## config.mk

```make
export PLATFORM = sky130hd
export DESIGN_NAME = frs_result_status_encoder
export DESIGN_NICKNAME = d
export VERILOG_FILES = /design/src/shared/frs_pkg.sv /design/src/rtl/frs_result_status_encoder.sv
export SDC_FILE = /design/constraint.sdc
export NUM_CORES = 1
export LEC_CHECK = 0
export ABC_AREA = 0
export BUFFER_PORTS_ARGS = -buffer_cell sky130_fd_sc_hd__clkbuf_2
export CORE_ASPECT_RATIO = 1.2
export CORE_UTILIZATION = 35
export DETAILED_ROUTE_END_ITERATION = 8
export PLACE_DENSITY = 0.55
export SETUP_SLACK_MARGIN = 0.15
export SLEW_MARGIN = 20
export SYNTH_ARGS = -nofsm -noshare
export SYNTH_HDL_FRONTEND = slang
export SYNTH_SLANG_ARGS = --single-unit
```

## constraint.sdc

```tcl
create_clock -name clk -period 4.1 [get_ports clk]
set_input_delay 0.82 -clock clk [delete_from_list [all_inputs] [get_ports clk]]
set_output_delay 0.82 -clock clk [all_outputs]
set_load 0.05 [all_outputs]
```

## src/shared/frs_pkg.sv

```systemverilog
package frs_pkg;

  // termination classes
  localparam logic [1:0] TERM_NORMAL = 2'h0;
  localparam logic [1:0] TERM_ABNORMAL = 2'h1;
  localparam logic [1:0] TERM_INVALID = 2'h2;
  localparam logic [1:0] TERM_POLLING = 2'h3;

  // recalibrate gives up after this many steps without track zero
  localparam logic [6:0] RECAL_STEP_LIMIT = 7'h50;
  // index pulses allowed while hunting an identifier mark
  localparam logic [1:0] INDEX_PULSE_LIMIT = 2'h2;
  // identifier track number that marks a bad track
  localparam logic [7:0] BAD_TRACK_ID = 8'hFF;

  // result byte counts per answer kind
  localparam logic [2:0] BYTES_TRANSFER = 3'h7;
  localparam logic [2:0] BYTES_INTERRUPT = 3'h2;
  localparam logic [2:0] BYTES_DRIVE = 3'h1;

  // values after reset
  localparam logic [7:0] RESULT_RESET = 8'h00;
  localparam logic DENSITY_RESET = 1'b1;

  typedef enum logic [1:0] {
    FRS_ANS_TRANSFER = 2'b00,  // status 0,1,2 then four sector id bytes
    FRS_ANS_INTERRUPT = 2'b01, // status 0 then present track
    FRS_ANS_DRIVE = 2'b10      // status 3 only
  } frs_ans_t;

  typedef enum logic [1:0] {
    FRS_IDLE = 2'b00,
    FRS_EXEC = 2'b01,
    FRS_RESULT = 2'b10
  } frs_state_t;

  // status byte zero layout
  typedef struct packed {
    logic [1:0] terminationCode;
    logic positioningDoneFlag;
    logic driveFaultFlag;
    logic unused3;
    logic head;
    logic [1:0] unitSelectField;
  } frs_st0_t;

  // status byte one layout
  typedef struct packed {
    logic endOfTrack;
    logic unused6;
    logic anyFieldCrcFlag;
    logic overrun;
    logic unused3;
    logic sectorMissingFlag;
    logic writeProtectViolationFlag;
    logic idSyncAbsentFlag;
  } frs_st1_t;

  // status byte two layout
  typedef struct packed {
    logic unused7;
    logic deletedStatusFlag;
    logic payloadCrcFlag;
    logic trackMismatchFlag;
    logic unused3;
    logic unused2;
    logic badTrackFlag;
    logic payloadSyncAbsentFlag;
  } frs_st2_t;

  // one-cycle events reported by the execution engine
  typedef struct packed {
    logic endOfTrack;
    logic idCrcError;
    logic dataCrcError;
    logic overrun;
    logic sectorMissing;
    logic deletedMismatch;
    logic dataMarkMissing;
    logic idFound;
    logic stepPulse;
  } frs_evt_t;

  // context of the terminating command, valid with cmdDone
  typedef struct packed {
    frs_ans_t answerKind;
    logic [1:0] terminationCode;
    logic seekDone;
    logic relSeekOutward;
    logic idTrackValid;
    logic [7:0] idTrack;
    logic [7:0] curTrack;
    logic [31:0] sectorId;
  } frs_cmd_t;

endpackage : frs_pkg

```

## src/rtl/frs_result_status_encoder.sv

```systemverilog
`timescale 1ns/10ps

// Notes on behaviour
// - density select goes high on hardware reset, holds through both software resets
// - in result phase the data register returns status of the finished command
// - status zero bits 7:6 encode normal, abnormal, invalid or polling termination
// - status zero bit 5 flags completed seek, relative seek or recalibrate
// - equipment check when track zero missing after 80 recalibrate steps
// - equipment check also when relative seek steps outward past track zero
// - status zero bit 3 zero, bit 2 head, bits 1:0 selected drive
// - status one bit 7 flags access beyond last sector of the track
// - status one bit 5 flags crc error in identifier or data field
// - status one bit 4 flags overrun or underrun of host service
// - status one bit 2 flags sector not found or wrong sector sequence
// - status one bit 1 flags write protect seen during a write command
// - status one bit 0 flags identifier mark absent after two index pulses
// - unused status positions always read zero
// - status three bits 5 and 3 always read one
// - status two bit 6 flags data mark of the other deleted kind
// - status two bit 5 flags crc error in the data field
// - status two bit 4 flags identifier track differing from internal track
// - status two bit 1 flags mismatching identifier track equal to FF
// - status two bit 0 flags missing data or deleted data mark
// - status three shows write protect, track zero, side and drive lines as sampled at termination
module frs_result_status_encoder
  import frs_pkg::*;
(
  // clock and resets
  input wire logic clk,
  input wire logic sys_rst,
  input wire logic dorReset,
  input wire logic dsrReset,
  // drive cable pins
  input wire logic writeProtectPin,
  input wire logic outerTrackSensor,
  input wire logic indexPulseInput,
  // drive selection from core
  input wire logic sideSelectOutput,
  input wire logic [1:0] unitSelectField,
  input wire logic densityRequest,
  // execution engine
  input wire logic cmdStart,
  input wire logic writeCmdActive,
  input wire logic recalActive,
  input wire logic idSearchActive,
  input wire frs_evt_t execEvent,
  input wire logic cmdDone,
  input wire frs_cmd_t cmdInfo,
  // host data register
  input wire logic hostRead,
  output logic [7:0] resultData,
  output logic hostRequestFlag,
  output logic transferDirectionFlag,
  output logic densitySelectOutput
);

  logic swReset;
  logic [2:0] pinRaw;
  logic [2:0] syncA_ff;
  logic [2:0] syncB_ff;
  logic [2:0] syncC_ff;
  logic [2:0] pinClean_ff;
  logic wpLine;
  logic trk0Line;
  logic indexLine;
  logic indexPrev_ff;
  logic indexRise;
  frs_state_t state_ff;
  frs_st1_t acc1_ff;
  frs_st2_t acc2_ff;
  logic driveFault_ff;
  logic [6:0] stepCount_ff;
  logic [1:0] indexCount_ff;
  frs_st0_t st0_ff;
  frs_st1_t st1_ff;
  frs_st2_t st2_ff;
  logic [7:0] st3Live;
  logic [7:0] st3_ff;
  logic [7:0] trackHold_ff;
  logic [31:0] idHold_ff;
  frs_ans_t ans_ff;
  logic [2:0] byteIdx_ff;
  logic [2:0] byteLast_ff;
  logic [7:0] nxt_resultData;
  logic readTaken;
  logic lastTaken;
  logic [2:0] nxt_byteIdx;
  logic trackMiss;
  logic [7:0] resultData_ff;
  logic hostRequestFlag_ff;
  logic transferDirectionFlag_ff;
  logic densitySelectOutput_ff;

  assign swReset = dorReset | dsrReset;

  // pins cross three flops; a level is taken only when stages two and three agree
  assign pinRaw = {indexPulseInput, outerTrackSensor, writeProtectPin};

  always_ff @(posedge clk or posedge sys_rst) begin
    if (sys_rst) begin
      syncA_ff <= 3'h0;
      syncB_ff <= 3'h0;
      syncC_ff <= 3'h0;
    end else begin
      syncA_ff <= pinRaw;
      syncB_ff <= syncA_ff;
      syncC_ff <= syncB_ff;
    end
  end

  genvar g;
  generate
    for (g = 0; g < 3; g++) begin : gPin
      always_ff @(posedge clk or posedge sys_rst) begin
        if (sys_rst) begin
          pinClean_ff[g] <= 1'b0;
        end else if (syncB_ff[g] == syncC_ff[g]) begin
          pinClean_ff[g] <= syncC_ff[g];
        end
      end
    end
  endgenerate

  assign wpLine = pinClean_ff[0];
  assign trk0Line = pinClean_ff[1];
  assign indexLine = pinClean_ff[2];

  always_ff @(posedge clk or posedge sys_rst) begin
    if (sys_rst) begin
      indexPrev_ff <= 1'b0;
    end else begin
      indexPrev_ff <= indexLine;
    end
  end

  assign indexRise = indexLine & ~indexPrev_ff;

  // density line: only the hardware reset forces it
  always_ff @(posedge clk or posedge sys_rst) begin
    if (sys_rst) begin
      densitySelectOutput_ff <= DENSITY_RESET;
    end else if (!swReset) begin
      densitySelectOutput_ff <= densityRequest;
    end
  end

  // command phase tracking
  assign readTaken = hostRead & hostRequestFlag_ff & transferDirectionFlag_ff;

  always_ff @(posedge clk or posedge sys_rst) begin
    if (sys_rst) begin
      state_ff <= FRS_IDLE;
    end else if (swReset) begin
      state_ff <= FRS_IDLE;
    end else begin
      case (state_ff)
        FRS_IDLE: begin
          if (cmdStart) begin
            state_ff <= FRS_EXEC;
          end
        end
        FRS_EXEC: begin
          if (cmdDone) begin
            state_ff <= FRS_RESULT;
          end
        end
        FRS_RESULT: begin
          if (readTaken && byteIdx_ff == byteLast_ff) begin
            state_ff <= FRS_IDLE;
          end
        end
        default: begin
          state_ff <= FRS_IDLE;
        end
      endcase
    end
  end

  // sticky medium faults; an event in the start cycle survives the clear
  always_ff @(posedge clk or posedge sys_rst) begin
    if (sys_rst) begin
      acc1_ff <= '0;
      acc2_ff <= '0;
    end else if (swReset) begin
      acc1_ff <= '0;
      acc2_ff <= '0;
    end else begin
      acc1_ff.endOfTrack <= (acc1_ff.endOfTrack & ~cmdStart) | execEvent.endOfTrack;
      acc1_ff.anyFieldCrcFlag <= (acc1_ff.anyFieldCrcFlag & ~cmdStart)
                                 | execEvent.idCrcError | execEvent.dataCrcError;
      acc1_ff.overrun <= (acc1_ff.overrun & ~cmdStart) | execEvent.overrun;
      acc1_ff.sectorMissingFlag <= (acc1_ff.sectorMissingFlag & ~cmdStart) | execEvent.sectorMissing;
      acc1_ff.writeProtectViolationFlag <= (acc1_ff.writeProtectViolationFlag & ~cmdStart)
                                           | (writeCmdActive & wpLine);
      acc1_ff.idSyncAbsentFlag <= (acc1_ff.idSyncAbsentFlag & ~cmdStart) | execEvent.dataMarkMissing
                                  | (idSearchActive & indexRise & indexCount_ff == INDEX_PULSE_LIMIT - 2'h1);
      acc2_ff.deletedStatusFlag <= (acc2_ff.deletedStatusFlag & ~cmdStart) | execEvent.deletedMismatch;
      acc2_ff.payloadCrcFlag <= (acc2_ff.payloadCrcFlag & ~cmdStart) | execEvent.dataCrcError;
      acc2_ff.payloadSyncAbsentFlag <= (acc2_ff.payloadSyncAbsentFlag & ~cmdStart)
                                       | execEvent.dataMarkMissing;
    end
  end

  // index pulses seen while hunting an identifier mark
  always_ff @(posedge clk or posedge sys_rst) begin
    if (sys_rst) begin
      indexCount_ff <= 2'h0;
    end else if (!idSearchActive || execEvent.idFound || cmdStart) begin
      indexCount_ff <= 2'h0;
    end else if (indexRise && indexCount_ff != INDEX_PULSE_LIMIT) begin
      indexCount_ff <= indexCount_ff + 2'h1;
    end
  end

  // recalibrate step budget; saturates so the fault is raised once
  always_ff @(posedge clk or posedge sys_rst) begin
    if (sys_rst) begin
      stepCount_ff <= 7'h00;
      driveFault_ff <= 1'b0;
    end else if (cmdStart || swReset) begin
      stepCount_ff <= 7'h00;
      driveFault_ff <= 1'b0;
    end else if (recalActive && execEvent.stepPulse && stepCount_ff != RECAL_STEP_LIMIT) begin
      stepCount_ff <= stepCount_ff + 7'h01;
      if (stepCount_ff == RECAL_STEP_LIMIT - 7'h01 && !trk0Line) begin
        driveFault_ff <= 1'b1;
      end
    end
  end

  assign trackMiss = cmdInfo.idTrackValid & (cmdInfo.idTrack != cmdInfo.curTrack);

  // live drive line snapshot
  assign st3Live = {1'b0, wpLine, 1'b1, trk0Line, 1'b1, sideSelectOutput, unitSelectField};

  // result bytes frozen at termination until read out
  always_ff @(posedge clk or posedge sys_rst) begin
    if (sys_rst) begin
      st0_ff <= '0;
      st1_ff <= '0;
      st2_ff <= '0;
      st3_ff <= RESULT_RESET;
      trackHold_ff <= RESULT_RESET;
      idHold_ff <= 32'h0000_0000;
      ans_ff <= FRS_ANS_TRANSFER;
    end else if (state_ff == FRS_EXEC && cmdDone) begin
      st0_ff.terminationCode <= cmdInfo.terminationCode;
      st0_ff.positioningDoneFlag <= cmdInfo.seekDone;
      st0_ff.driveFaultFlag <= driveFault_ff | cmdInfo.relSeekOutward;
      st0_ff.unused3 <= 1'b0;
      st0_ff.head <= sideSelectOutput;
      st0_ff.unitSelectField <= unitSelectField;
      st1_ff <= acc1_ff;
      st1_ff.unused6 <= 1'b0;
      st1_ff.unused3 <= 1'b0;
      st2_ff <= acc2_ff;
      st2_ff.trackMismatchFlag <= trackMiss;
      st2_ff.badTrackFlag <= trackMiss & (cmdInfo.idTrack == BAD_TRACK_ID);
      st3_ff <= st3Live;
      trackHold_ff <= cmdInfo.curTrack;
      idHold_ff <= cmdInfo.sectorId;
      ans_ff <= cmdInfo.answerKind;
    end
  end

  // result byte sequencing
  always_ff @(posedge clk or posedge sys_rst) begin
    if (sys_rst) begin
      byteIdx_ff <= 3'h0;
      byteLast_ff <= 3'h0;
    end else if (state_ff == FRS_EXEC && cmdDone) begin
      byteIdx_ff <= 3'h0;
      case (cmdInfo.answerKind)
        FRS_ANS_INTERRUPT: byteLast_ff <= BYTES_INTERRUPT - 3'h1;
        FRS_ANS_DRIVE: byteLast_ff <= BYTES_DRIVE - 3'h1;
        default: byteLast_ff <= BYTES_TRANSFER - 3'h1;
      endcase
    end else if (readTaken) begin
      byteIdx_ff <= byteIdx_ff + 3'h1;
    end
  end

  // the edge that takes a byte already shows the next, so reads may come back to back
  assign lastTaken = readTaken & (byteIdx_ff == byteLast_ff);
  assign nxt_byteIdx = readTaken ? byteIdx_ff + 3'h1 : byteIdx_ff;

  always_comb begin
    nxt_resultData = RESULT_RESET;
    case (ans_ff)
      FRS_ANS_DRIVE: nxt_resultData = st3_ff;
      FRS_ANS_INTERRUPT: nxt_resultData = (nxt_byteIdx == 3'h0) ? st0_ff : trackHold_ff;
      default: begin
        case (nxt_byteIdx)
          3'h0: nxt_resultData = st0_ff;
          3'h1: nxt_resultData = st1_ff;
          3'h2: nxt_resultData = st2_ff;
          3'h3: nxt_resultData = idHold_ff[31:24];
          3'h4: nxt_resultData = idHold_ff[23:16];
          3'h5: nxt_resultData = idHold_ff[15:8];
          default: nxt_resultData = idHold_ff[7:0];
        endcase
      end
    endcase
  end

  always_ff @(posedge clk or posedge sys_rst) begin
    if (sys_rst) begin
      resultData_ff <= RESULT_RESET;
      hostRequestFlag_ff <= 1'b0;
      transferDirectionFlag_ff <= 1'b0;
    end else begin
      resultData_ff <= (state_ff == FRS_RESULT && !swReset && !lastTaken) ? nxt_resultData : RESULT_RESET;
      hostRequestFlag_ff <= (state_ff == FRS_RESULT) && !swReset
                            && !(readTaken && byteIdx_ff == byteLast_ff);
      transferDirectionFlag_ff <= (state_ff == FRS_RESULT) && !swReset
                                  && !(readTaken && byteIdx_ff == byteLast_ff);
    end
  end

  assign resultData = resultData_ff;
  assign hostRequestFlag = hostRequestFlag_ff;
  assign transferDirectionFlag = transferDirectionFlag_ff;
  assign densitySelectOutput = densitySelectOutput_ff;

  a_density_hold_swreset: assert property (@(posedge clk) disable iff (sys_rst)
    swReset |=> $stable(densitySelectOutput_ff))
    else $error("density line moved during software reset");

  a_density_follow: assert property (@(posedge clk) disable iff (sys_rst)
    !swReset |=> densitySelectOutput_ff == $past(densityRequest))
    else $error("density line did not follow request");

  a_term_code_capture: assert property (@(posedge clk) disable iff (sys_rst)
    (state_ff == FRS_EXEC && cmdDone && !swReset) |=> st0_ff.terminationCode == $past(cmdInfo.terminationCode))
    else $error("termination code not captured");

  a_unused_zero: assert property (@(posedge clk) disable iff (sys_rst)
    !st0_ff.unused3 && !st1_ff.unused6 && !st1_ff.unused3 && !st2_ff.unused7 && !st2_ff.unused3 && !st2_ff.unused2)
    else $error("unused status bit not zero");

  a_st3_constant_bits: assert property (@(posedge clk) disable iff (sys_rst)
    (state_ff == FRS_RESULT) |-> st3_ff[5] && st3_ff[3] && !st3_ff[7])
    else $error("status three fixed bits wrong");

  a_bad_track_implies: assert property (@(posedge clk) disable iff (sys_rst)
    (state_ff == FRS_RESULT && st2_ff.badTrackFlag) |-> st2_ff.trackMismatchFlag)
    else $error("bad track without mismatch");

  a_hold_until_read: assert property (@(posedge clk) disable iff (sys_rst)
    (hostRequestFlag_ff && !readTaken && !swReset) |=> $stable(resultData_ff))
    else $error("result byte changed before it was read");

  a_wp_violation: assert property (@(posedge clk) disable iff (sys_rst || swReset)
    (writeCmdActive && wpLine && !cmdStart) |=> acc1_ff.writeProtectViolationFlag [*2])
    else $error("write protect violation not recorded");

  a_crc_both: assert property (@(posedge clk) disable iff (sys_rst || swReset)
    execEvent.dataCrcError |=> acc1_ff.anyFieldCrcFlag && acc2_ff.payloadCrcFlag)
    else $error("data crc not recorded in both bytes");

  a_flags_result_only: assert property (@(posedge clk) disable iff (sys_rst)
    hostRequestFlag_ff |-> $past(state_ff) == FRS_RESULT)
    else $error("request flag outside result phase");

endmodule : frs_result_status_encoder

```

After elaboration in Yosys (flattened, before gate mapping):

Index checks and enable logic that the tools add are counted.

* add/sub/neg operators: 3
* multipliers: 0
* div/mod/pow operators: 0
* $lt $le $gt $ge: 0
* eq/ne operators: 24
* shift-type cells: 0
* multiplexer cells: 24
* bitwise logic cells: 33
* reductions and logical operators: 24

Operator list (count)
* one-hot mux 8 bit (6 select lines): 1
* AND 1 bit: 18
* 2-to-1 mux 2 bit: 8
* 2-to-1 mux 8 bit: 2
* one-hot mux 8 bit (2 select lines): 1
* 2-to-1 mux 7 bit: 2
* OR 1 bit: 13
* logical AND 1 bit: 9
* 2-to-1 mux 3 bit: 3
* equality test 2 x 1 -> 1 bit (second input constant): 4
* equality test 8 bit (second input constant): 1
* inequality test 8 bit: 1
* adder 7 x 1 -> 7 bit (second input constant): 1
* equality test 7 bit (second input constant): 1
* inequality test 7 bit (second input constant): 1
* equality test 2 bit (second input constant): 3
* equality test 3 x 2 -> 1 bit (second input constant): 2
* equality test 3 bit (second input constant): 2
* inequality test 3 bit (second input constant): 2
* one-hot mux 2 bit (3 select lines): 1
* one-hot mux 3 bit (2 select lines): 1
* nonzero test 2 bit: 3
* logical NOT 1 bit: 5
* 2-to-1 mux 1 bit: 5
* 13 further kinds: 18

* register bits after elaboration: 117
* latch bits: 0
* memory bits (writable): 0
* memory bits (read-only): 0
* bits of input ports: 81
* output and inout port bits: 11
* logic and storage cells: 153
* memories: 0

Logic depth before layout (Yosys ltp):

Gate-level depths: netlist of the first run.

* depth in word-level cells: 7
* gate-level depth with buffers: 8
* depth with buffers taken out: 8

Worst setup path before layout of the first run:

OpenSTA, ideal clock, no wires.

* path type: input to register
* from: in hostRead
* to: reg resultData_ff[5] (netlist: resultData[5])
* library setup time: 0.132 ns
* data arrival time: 2.273 ns
* data required time: 3.968 ns
* setup slack: 1.696 ns
* stages: 8
* path buffers: 2
* cells stage by stage: and2_1 -> buf_6 -> o31a_4 -> nor2_2 -> buf_6 -> mux2_2 -> a221oi_1 -> a211oi_1

* longest elaborated chain between the ends: 7
* elaborated cells between the ends (all ways): 16
* those cells by class: 5 x eq/ne; 5 x mux; 3 x bitwise; 3 x reduce/logical

Ends and longest elaborated chain
* start: declaration: RTL line frs_result_status_encoder.sv:50 `input wire logic hostRead,`
* AND 1 bit (*) (2 in a row): RTL line frs_result_status_encoder.sv:148 `assign readTaken = hostRead & hostRequestFlag_ff & transferDirectionFlag_ff;`
* 2-to-1 mux 3 bit
* equality test 3 bit (tied with other cells): RTL line frs_result_status_encoder.sv:293 `case (nxt_byteIdx)`
* one-hot mux 8 bit (6 select lines) / 2-to-1 mux 8 bit (equally long branches): RTL line frs_result_status_encoder.sv:293, frs_result_status_encoder.sv:291
* one-hot mux 8 bit (2 select lines): RTL line frs_result_status_encoder.sv:289 `case (ans_ff)`
* 2-to-1 mux 8 bit (*): RTL line frs_result_status_encoder.sv:312 `resultData_ff <= (state_ff == FRS_RESULT && !swReset && !lastTaken) ? nxt_resultData : RESULT_RESET;`
* end signal: assignment: RTL line frs_result_status_encoder.sv:312
* end: declaration: RTL line frs_result_status_encoder.sv:89 `logic [7:0] resultData_ff;`

Every way passes the cells marked *; elsewhere a longest branch is shown, timed or not.
A chain may end at the register's enable or synchronous reset.

Final worst setup path of the first run:

* from: reg byteIdx_ff[0]
* to: reg resultData_ff[3] (netlist: resultData[3])

* longest elaborated chain between the ends: 6
* elaborated cells between the ends (all ways): 16
* those cells by class: 1 x add/sub; 6 x eq/ne; 5 x mux; 1 x bitwise; 3 x reduce/logical

Ends and longest elaborated chain
* start: declaration: RTL line frs_result_status_encoder.sv:82 `logic [2:0] byteIdx_ff;`
* start signal: assignment: RTL line frs_result_status_encoder.sv:279 `byteIdx_ff <= byteIdx_ff + 3'h1;`
* adder 3 x 1 -> 3 bit: RTL line frs_result_status_encoder.sv:285 `assign nxt_byteIdx = readTaken ? byteIdx_ff + 3'h1 : byteIdx_ff;`
* 2-to-1 mux 3 bit
* equality test 3 bit (tied with other cells): RTL line frs_result_status_encoder.sv:293
* one-hot mux 8 bit (6 select lines) / 2-to-1 mux 8 bit (equally long branches): RTL line frs_result_status_encoder.sv:293, frs_result_status_encoder.sv:291
* one-hot mux 8 bit (2 select lines): RTL line frs_result_status_encoder.sv:289
* 2-to-1 mux 8 bit (*): RTL line frs_result_status_encoder.sv:312

Marked as above.

==> run summary, run 1 <==
latest clock arrival within the worst-skew pair -> 0.35 ns
clock edge transition at the registers on the reported setup and hold paths -> 0.07 ns
Syn. warnings -> 0
most common library cell in the layout ignoring fill and taps -> sky130_fd_sc_hd__nand2_1
total cell area at the placement stage -> 5653 µm²
fraction of the mapped netlist area in simple logic gates -> 22.13%
R2R Setup Slk -> 1.49 ns
min-delay src -> syncA_ff[0]
DR WL/cell -> 16.36 µm
critical path class -> reg -> reg
P&R area growth vs syn -> 17.20%
maximum level of the CTS H-tree -> 3
Post-CTS Setup Repair Bufs -> 0
fraction of power consumed by the clock network -> 32.8%
end of the worst register-to-register path -> resultData[3]
core area -> 14000 µm²
largest net degree at the start of global routing -> 65
die outline area -> 14990 µm²
DP Wirelength -> 9.595 mm
count of maximum capacitance violations -> 0
xor and xnor area share after synthesis -> 3.599%
Sw Pwr -> 745.9 µW
number of buffers inserted by hold repair at cts -> 0
maximum root-to-sink buffer count -> 2
Post-Synthesis Cell Area -> 5076 µm²
number of enable flip-flop cells after synthesis -> 0
path class of the lowest-slack min-delay path -> reg -> reg
run status -> finished, violations left
site row count -> 47
Reg power frac -> 51.9%
RD Place Congestion -> 0.8686
post-route ant nets -> 0
Post-Syn Instances -> 540
First-pass DRT Iterations -> 6
series of cell instances along the critical path -> ha_1 -> nand4b_1 -> o31a_4 -> nor2_2 -> nor2b_1 -> a221oi_1 -> a2111oi_2
hold depth -> 0
most utilized layer in the global route result -> met2
share of synthesized area spent on multiplexers -> 2.342%
M2 GR Usage -> 31.12%
vias post-DR -> 3961
post-synthesis register bit count -> 112
number of global-route vias before repair -> 4055
clock tree from TritonCTS -> built
post-cts sizing count -> 0
complex-gate fraction of the synthesized area -> 10.57%
crit path max-delay cell type -> sky130_fd_sc_hd__a221oi_1
Leak -> 0.002964 µW
worst-case reg-to-reg path depth -> 7
delay of the slowest cell on the worst path -> 0.50 ns
required arrival time at the worst endpoint -> 4.31 ns
Starting Density -> 36.27%
initial antenna violation count -> 0
cell chosen for the clock root -> sky130_fd_sc_hd__clkbuf_16
met3 track utilization from global routing -> 4.745%
Max-Slew Margin vs Limit -> 49.83%
logic gate share of total power -> 15.2%
count of inserted antenna diode cells -> 0
Async S/R FF share, synth -> 100.0%
Port Buf Inserts -> 91
share of total power consumed by net switching -> 28.27%
DIE WIDTH -> 111.9 µm
post-layout min period -> 2.610 ns
final-report setup violation count -> 0
Seq/Total Area, Yosys -> 55.24%
transition time at the pin with the least slew margin -> 0.7472 ns
Adder-Cell Fraction of Synth Area -> 2.563%
global-route wire length before repair -> 21.63 mm
number of buffers added by the clock tree synthesis step -> 9
leftover overflow at the end of global routing -> 0
Fin. Hold Viols -> 0
ys flop type -> sky130_fd_sc_hd__dfrtp_1
clock sink count -> 112
final wirelength -> 13.01 mm
maximum clock rate -> 383.2 MHz
I/O pin count -> 92
layout cells sized above 1 -> 21.15%
final worst-path cycle share -> 63.65%
Worst Path Arrival -> 2.82 ns
startpoint of the worst-slack reg-to-reg timing path -> byteIdx_ff[0]
global routing met1 resource utilization -> 24.32%
Top Family by Delay on Critical Path -> simple AND/OR/NAND/NOR gates
Worst setup EP type -> register
largest family of logic cells by synthesized area -> simple AND/OR/NAND/NOR gates
power density relative to cell area -> 443.5 nW/µm²
highest-count cells in the layout ignoring fill and taps -> sky130_fd_sc_hd__nand2_1, sky130_fd_sc_hd__dfrtp_1, sky130_fd_sc_hd__clkbuf_2
GR Util All Layers -> 18.79%
terminating pin of the worst hold path -> syncB_ff[0]
post-DR vias/cell -> 4.982
peak supply drop -> 0.2605 mV
violations in the final reports -> design-rule violations
Detailed Route Iter0 Violations -> 272
setup clock skew after layout -> 0.009283 ns
RSZ-0062 raised after global routing -> false
remaining design rule violation count -> 5
summed negative setup slack over all endpoints -> 0 ns
count of buffering cells on the critical path with inverters included -> 0
final net count -> 708
average instance area after synthesis -> 9.400 µm²
Non-Filler Cell Area, Final -> 5949 µm²
internal portion of total power -> 1893 µW
post-route core utilization -> 42.51%
die outline height -> 133.9 µm
number of slew-limit violations in the final report -> 0
Crit Path Max Fanout -> 11
type of element launching the critical path -> register
Post-Syn Nets -> 629
number of different library cells in the post-synthesis netlist -> 60
==> registers in the layout, indices dropped and copies added, names as in the netlist, 6 cells and up <==
signal        cells
st1_ff            6
acc1_ff           6
trackHold_ff      8
idHold_ff        32
resultData        8
stepCount_ff      7
==> worst register-to-register path, cell delays in order, from the launching register on <==
cell and delay (ns):
sky130_fd_sc_hd__dfrtp_1 0.49, sky130_fd_sc_hd__ha_1 0.44, sky130_fd_sc_hd__nand4b_1 0.25, sky130_fd_sc_hd__o31a_4 0.17, sky130_fd_sc_hd__nor2_2 0.38, sky130_fd_sc_hd__nor2b_1 0.15
sky130_fd_sc_hd__a221oi_1 0.50, sky130_fd_sc_hd__a2111oi_2 0.10
==> power groups by stage <==
| stage | logic, µW | clock network, µW | registers [µW] |
|---|---|---|---|
| final | 402 | 866 | 1370 |
| after global routing | 464 | 946 | 1390 |
| after CTS | 407 | 906 | 1370 |
| after detailed placement | 404 | 0 | 1390 |
| after global placement | 396 | 0 | 1390 |
| after floorplan | 287 | 0 | 1340 |
==> area by class of cell <==
cell class	instances	area (µm²)
fill	1446	8046
sequential	112	2804
multi-input combinational	389	2110
timing repair buffer	95	485.5
clock buffer	11	232.7
tap	171	214.0
clock inverter	5	56.30
inverter	12	47.55
==> per-layer routing <==
| metal | wire length, µm | part of all wire, % |
|---|---|---|
| met5 | 0 | 0 |
| met4 | 98 | 0.75 |
| met3 | 527 | 4.1 |
| met2 | 6529 | 50 |
| met1 | 5855 | 45 |
==> cells in the mapped netlist, drive strengths merged, types with 2 or more instances <==
cell type  instances  share of area (%)
a211oi             4               0.59
a21o               3               0.44
a21oi             22                2.2
a221oi             8                1.5
a22oi              2               0.30
a31oi              5               0.62
a32oi              3               0.52
buf               13                1.6
clkbuf            14                1.0
dfrtp            111                 55
ha                 8                2.0
inv               11               0.81
maj3               3               0.59
mux2               7                1.7
mux2i              2               0.64
nand2            202                 15
nand2b             2               0.25
nand3             13                1.3
nand4              5               0.62
nand4b             2               0.35
nor2              34                2.7
nor2b              2               0.25
nor3               4               0.39
o211ai             3               0.44
o21ai             10               0.99
o32ai              2               0.35
or2                2               0.25
xnor2             16                2.9
xor2               4               0.69
==> logic make-up after synthesis <==
family,after synthesis
simple gates,274
compound gates,75
mux,9
flops,112
xor+xnor,20
fa+ha+maj,11
buf+inv,39
==> worst max-delay path by stage <==
stage	startpoint	endpoint	slack [ns]	cells after the start
3_3_place_gp	hostRead	resultData[3]	1.24	7
3_5_place_dp	hostRead	resultData[3]	1.17	7
5_1_grt	byteIdx_ff[0]	resultData[3]	1.28	7
4_1_cts	byteIdx_ff[0]	resultData[5]	1.50	7
6_report	byteIdx_ff[0]	resultData[3]	1.49	7
2_1_floorplan	sys_rst	acc1_ff[0]	0.32	1
==> through the flow <==
| stage | worst slack (ns) | hold slack (ns) | cells | power [µW] |
|---|---|---|---|---|
| after floorplan | 0.3227 | 0.3312 | 540 | 1625 |
| after global placement | 1.241 | 0.3344 | 779 | 1790 |
| after detailed placement | 1.168 | 0.3358 | 779 | 1794 |
| after CTS | 1.498 | 0.3529 | 795 | 2685 |
| after global routing | 1.284 | 0.3590 | 795 | 2796 |
| final | 1.490 | 0.3491 | 795 | 2639 |
Note: power is estimated with default switching activity, not from simulation.
==> inputs of run 2 (changes only) <==
- PLACE_DENSITY: 0.55 -> 0.57
- clock period: 4.1 -> 2.3 ns (I/O delays scaled with it)
==> run 2 against run 1 <==
The run still ends with design-rule violations left. Clock power up 69%. Total power up 77%. Count of clock-buffer cells in the layout unchanged. Register-to-register slack worse by 1.3 ns. Sequential cell count unchanged. Non-clock buffer count up 15. Largest power group unchanged. Utilization up 1.3 points. Critical path type unchanged. Wire length down 1.8%. Setup slack worse by 1.3 ns. Fmax up 26%. Global-route usage down 0.34 points.
==> run summary, run 2 (same netlist as run 1, synthesis figures left out) <==
run status -> finished, violations left
violations in the final reports -> design-rule violations
vias post-DR -> 4047
storage element area -> 2805 µm²
sum of internal, switching and leakage power -> 4665 µW
leftover overflow at the end of global routing -> 0
maximum clock rate -> 482.3 MHz
clock tree from TritonCTS -> built
R2R Setup Slk -> 0.23 ns
remaining design rule violation count -> 5
count of inserted antenna diode cells -> 0
number of buffers added by the clock tree synthesis step -> 9
Port Buf Inserts -> 91
post-DR vias/cell -> 4.996
Worst setup EP type -> register
register with the most flip-flops -> idHold_ff
count of maximum capacitance violations -> 0
number of global-route vias before repair -> 4048
first element of the critical path -> byteIdx_ff[1]
post-route core utilization -> 43.76%
Starting Density -> 36.27%
worst path setup slack after routing -> 0.2264 ns
type of element launching the critical path -> register
clock sink count -> 112
Detailed Route Iter0 Violations -> 242
number of fill cells in the layout -> 1410
P&R area growth vs syn -> 20.66%
Leak -> 0.003045 µW
die outline area -> 14990 µm²
DP Wirelength -> 9.715 mm
First-pass DRT Iterations -> 6
Crit Path Max Fanout -> 11
highest-count cells in the layout ignoring fill and taps -> sky130_fd_sc_hd__nand2_1, sky130_fd_sc_hd__dfrtp_1, sky130_fd_sc_hd__clkbuf_2
post-route ant nets -> 0
final net count -> 723
transition time at the pin with the least slew margin -> 0.5797 ns
power density relative to cell area -> 761.7 nW/µm²
setup clock skew after layout -> 0.007495 ns
final worst-path cycle share -> 90.16%
Max-Slew Margin vs Limit -> 61.35%
most common library cell in the layout ignoring fill and taps -> sky130_fd_sc_hd__nand2_1
critical path class -> reg -> reg
multi-input combinational cell area -> 2135 µm²
Worst Path Arrival -> 2.28 ns
I/O pin count -> 92
number of slew-limit violations in the final report -> 0
post-layout min period -> 2.074 ns
Fin. Hold Viols -> 0
required arrival time at the worst endpoint -> 2.51 ns
die outline height -> 133.9 µm
RSZ-0062 raised after global routing -> true
cell chosen for the clock root -> sky130_fd_sc_hd__clkbuf_16
site row count -> 47
final-report setup violation count -> 0
placement-stage worst setup slack -> 0.1226 ns
initial antenna violation count -> 0
layout cells sized above 1 -> 23.94%
largest net degree at the start of global routing -> 61
Largest register FFs -> 32
DR WL/cell -> 15.77 µm
summed negative setup slack over all endpoints -> 0 ns
maximum level of the CTS H-tree -> 3
path class of the lowest-slack min-delay path -> in -> async
RD Place Congestion -> 0.9080
core area -> 14000 µm²
latest clock arrival within the worst-skew pair -> 0.35 ns
maximum root-to-sink buffer count -> 2
final wirelength -> 12.78 mm
GR Util All Layers -> 18.45%
clock edge transition at the registers on the reported setup and hold paths -> 0.07 ns
Hold Worst Slack -> 0.1140 ns
startpoint of the worst-slack reg-to-reg timing path -> byteIdx_ff[1]
peak supply drop -> 0.3845 mV
global-route wire length before repair -> 21.26 mm
DIE WIDTH -> 111.9 µm
==> run 2: final timing paths <==
| check | cells past startpoint | end |
|---|---|---|
| worst max-delay path | 8 | resultData[4] |
| worst min-delay path | 2 | syncB_ff[1] |
| worst max register to register | 8 | resultData[4] |
| worst min register to register | 0 | syncB_ff[0] |
| max in group asynchronous | 3 | densitySelectOutput |
| min in group clk | 1 | syncA_ff[1] |
==> run 2: layout make-up <==
class | instances | share of cell area, %
clock buffer | 11 | 3.963
sequential | 112 | 45.80
inverter | 12 | 0.7967
clock inverter | 5 | 0.5107
timing repair buffer | 110 | 10.58
tap | 171 | 3.493
multi-input combinational | 389 | 34.85
==> run 2: routing by layer <==
| metal | GRT usage (%) | up-vias | wire, µm |
|---|---|---|---|
| met1 | 24.11 | 1954 | 5704 |
| li1 | - | 1993 | - |
| met3 | 3.751 | 11 | 594 |
| met2 | 30.12 | 89 | 6305 |
| met4 | 7.333 | 0 | 172 |
| met5 | 0 | - | 0 |
==> run 2: power breakdown <==
part / internal [µW] / total [µW] / switching, µW
Clock: 763 / 1460 / 699
Sequential: 2230 / 2440 / 214
Combinational: 333 / 759 / 426
Total: 3330 / 4670 / 1340
==> run 2: timing repair <==
action	in CTS	in global routing
gates resized for setup	1	4
buffers inserted	0	2
pin swaps	0	1
setup endpoints to repair	1	4
hold buffers	0	0
==> run 2: worst max-delay path, cell delays in order (launching register included) <==
cell and delay (ns):
sky130_fd_sc_hd__dfrtp_1 0.41, sky130_fd_sc_hd__ha_4 0.27, sky130_fd_sc_hd__nand4b_1 0.20, sky130_fd_sc_hd__o31a_4 0.16, sky130_fd_sc_hd__nor2_4 0.11, sky130_fd_sc_hd__buf_12 0.14, sky130_fd_sc_hd__mux2_4 0.30, sky130_fd_sc_hd__a221oi_2 0.26
sky130_fd_sc_hd__a311oi_2 0.07
==> run 2: stage by stage <==
| step | instance area (µm²) | cells |
|---|---|---|
| 3_5_place_dp | 5813 | 792 |
| 4_1_cts | 6092 | 808 |
| 5_1_grt | 6125 | 810 |
| 6_report | 6125 | 810 |
| 2_1_floorplan | 5094 | 540 |
| 3_3_place_gp | 5813 | 792 |
==> inputs of run 3 (changes only) <==
- PLACE_DENSITY: 0.57 -> 0.55
- clock period: 2.3 -> 2.35 ns (I/O delays scaled with it)
==> run 3 against run 2 <==
The run still ends with design-rule violations left. Die area is the same. Final cell count is the same. Clock skew grew 0.0060 ns. Sequential share of layout area is essentially flat. Global-route usage grew 0.12 points. Sequential power shrank 2%. Total power grew 3.7%. Critical endpoint is now resultData[5].
==> run summary, run 3 (same netlist as run 1, synthesis figures left out) <==
crit path max-delay cell type -> sky130_fd_sc_hd__dfrtp_1
path class of the lowest-slack min-delay path -> in -> async
peak supply drop -> 0.3597 mV
DR WL/cell -> 15.91 µm
power density relative to cell area -> 788.9 nW/µm²
final net count -> 723
critical path class -> reg -> reg
Largest register FFs -> 32
final worst-path cycle share -> 89.63%
run status -> finished, violations left
leftover overflow at the end of global routing -> 0
die outline area -> 14990 µm²
global-route wire length before repair -> 21.47 mm
DIE WIDTH -> 111.9 µm
most common library cell in the layout ignoring fill and taps -> sky130_fd_sc_hd__nand2_1
largest net degree at the start of global routing -> 72
maximum root-to-sink buffer count -> 2
Port Buf Inserts -> 91
Max-Slew Margin vs Limit -> 59.50%
type of element launching the critical path -> register
number of slew-limit violations in the final report -> 0
number of fill cells in the layout -> 1416
First-pass DRT Iterations -> 6
sum of internal, switching and leakage power -> 4836 µW
post-DR vias/cell -> 4.963
cell chosen for the clock root -> sky130_fd_sc_hd__clkbuf_16
delay of the slowest cell on the worst path -> 0.38 ns
transition time at the pin with the least slew margin -> 0.6075 ns
remaining design rule violation count -> 8
clock sink count -> 112
Sw Pwr -> 1300 µW
storage element area -> 2805 µm²
Detailed Route Iter0 Violations -> 214
post-layout min period -> 2.106 ns
Reg power frac -> 49.5%
number of buffers added by the clock tree synthesis step -> 9
final wirelength -> 12.89 mm
clock edge transition at the registers on the reported setup and hold paths -> 0.07 ns
number of global-route vias before repair -> 4098
die outline height -> 133.9 µm
initial antenna violation count -> 0
layout cells sized above 1 -> 23.32%
series of cell instances along the critical path -> ha_1 -> nand4b_1 -> o31a_4 -> nor2_2 -> buf_4 -> mux2_2 -> a221oi_2 -> a211oi_1
count of maximum capacitance violations -> 0
summed negative setup slack over all endpoints -> 0 ns
site row count -> 47
core area -> 14000 µm²
fraction of power consumed by the clock network -> 35.6%
count of inserted antenna diode cells -> 0
final instance count without filler cells -> 810
Crit Path Max Fanout -> 11
multi-input combinational cell area -> 2112 µm²
setup clock skew after layout -> 0.01353 ns
required arrival time at the worst endpoint -> 2.59 ns
Leak -> 0.003052 µW
maximum clock rate -> 474.8 MHz
register with the most flip-flops -> idHold_ff
clock tree from TritonCTS -> built
I/O pin count -> 92
Post-CTS Setup Repair Bufs -> 0
DP Wirelength -> 9.648 mm
Worst setup EP type -> register
post-route ant nets -> 0
vias post-DR -> 4020
Starting Density -> 36.27%
violations in the final reports -> design-rule violations
internal portion of total power -> 3535 µW
share of total power consumed by net switching -> 26.89%
maximum level of the CTS H-tree -> 3
RD Place Congestion -> 0.7988
GR Util All Layers -> 18.57%
P&R area growth vs syn -> 20.75%
final-report setup violation count -> 0
latest clock arrival within the worst-skew pair -> 0.35 ns
RSZ-0062 raised after global routing -> false
Fin. Hold Viols -> 0
logic gate share of total power -> 14.9%
count of placed standard cells including taps -> 794
Worst Path Arrival -> 2.34 ns
highest-count cells in the layout ignoring fill and taps -> sky130_fd_sc_hd__nand2_1, sky130_fd_sc_hd__dfrtp_1, sky130_fd_sc_hd__clkbuf_2
-- run 3: path summary, 6_finish.rpt --
path | start | endpoint | slack, ns | depth (start not counted)
min in group clk | outerTrackSensor | syncA_ff[1] | 0.22 | 1
min reg2reg | syncA_ff[2] | syncB_ff[2] | 0.35 | 0
max in group asynchronous | sys_rst | densitySelectOutput | 1.49 | 3
max | byteIdx_ff[0] | resultData[5] | 0.24 | 8
max reg2reg | byteIdx_ff[0] | resultData[5] | 0.24 | 8
min | sys_rst | trackHold_ff[1] | 0.12 | 2
-- run 3: routing by layer --
metal,GRT usage (%),routed length (µm),vias up
met5,0,0,-
met4,6.370,211,0
met3,3.751,608,12
met2,30.12,6242,89
met1,24.85,5823,1934
li1,-,-,1985
-- run 3: power by group through the flow --
stage / registers (µW) / logic [µW] / clock network, µW
final: 2390 / 723 / 1720
after floorplan: 2330 / 501 / 0
after global routing: 2420 / 834 / 1850
after global placement: 2420 / 704 / 0
after CTS: 2390 / 718 / 1760
after detailed placement: 2420 / 714 / 0
-- run 3: timing repair --
| action | 4_1_cts | 5_1_grt |
|---|---|---|
| hold buffers | 0 | 0 |
| endpoints found under the setup margin | 0 | 2 |
| resized for setup | 0 | 2 |
-- run 3: metrics by stage --
step / instance area, µm² / utilization (%) / hold slack [ns] / worst slack (ns)
finish: 6130 / 43.80 / 0.1228 / 0.2438
global route: 6130 / 43.80 / 0.1354 / 0.1666
CTS: 6117 / 43.71 / 0.1213 / 0.2007
detailed placement: 5778 / 41.28 / 0.3450 / 0.1015
global placement: 5778 / 41.28 / 0.3354 / 0.1653
floorplan: 5081 / - / 0.3312 / 0.1704
-- run 3: critical path, delay by kind of cell (launching register included) --
kind / cells / cell delay, ns
buffers and inverters: 1 / 0.18
AOI/OAI and AO/OA: 3 / 0.47
and+or+nand+nor: 2 / 0.28
adders and majority gates: 1 / 0.30
DFF: 1 / 0.38
muxes: 1 / 0.37
-- run 3: cell type report --
| class | count | area share, % |
|---|---|---|
| clock buffers | 11 | 3.797 |
| clock inverters | 5 | 1.735 |
| inverters | 12 | 0.7961 |
| multi-input cells | 389 | 34.46 |
| flip-flops and latches | 112 | 45.76 |
| well taps | 171 | 3.491 |
| repair buffers | 110 | 9.961 |
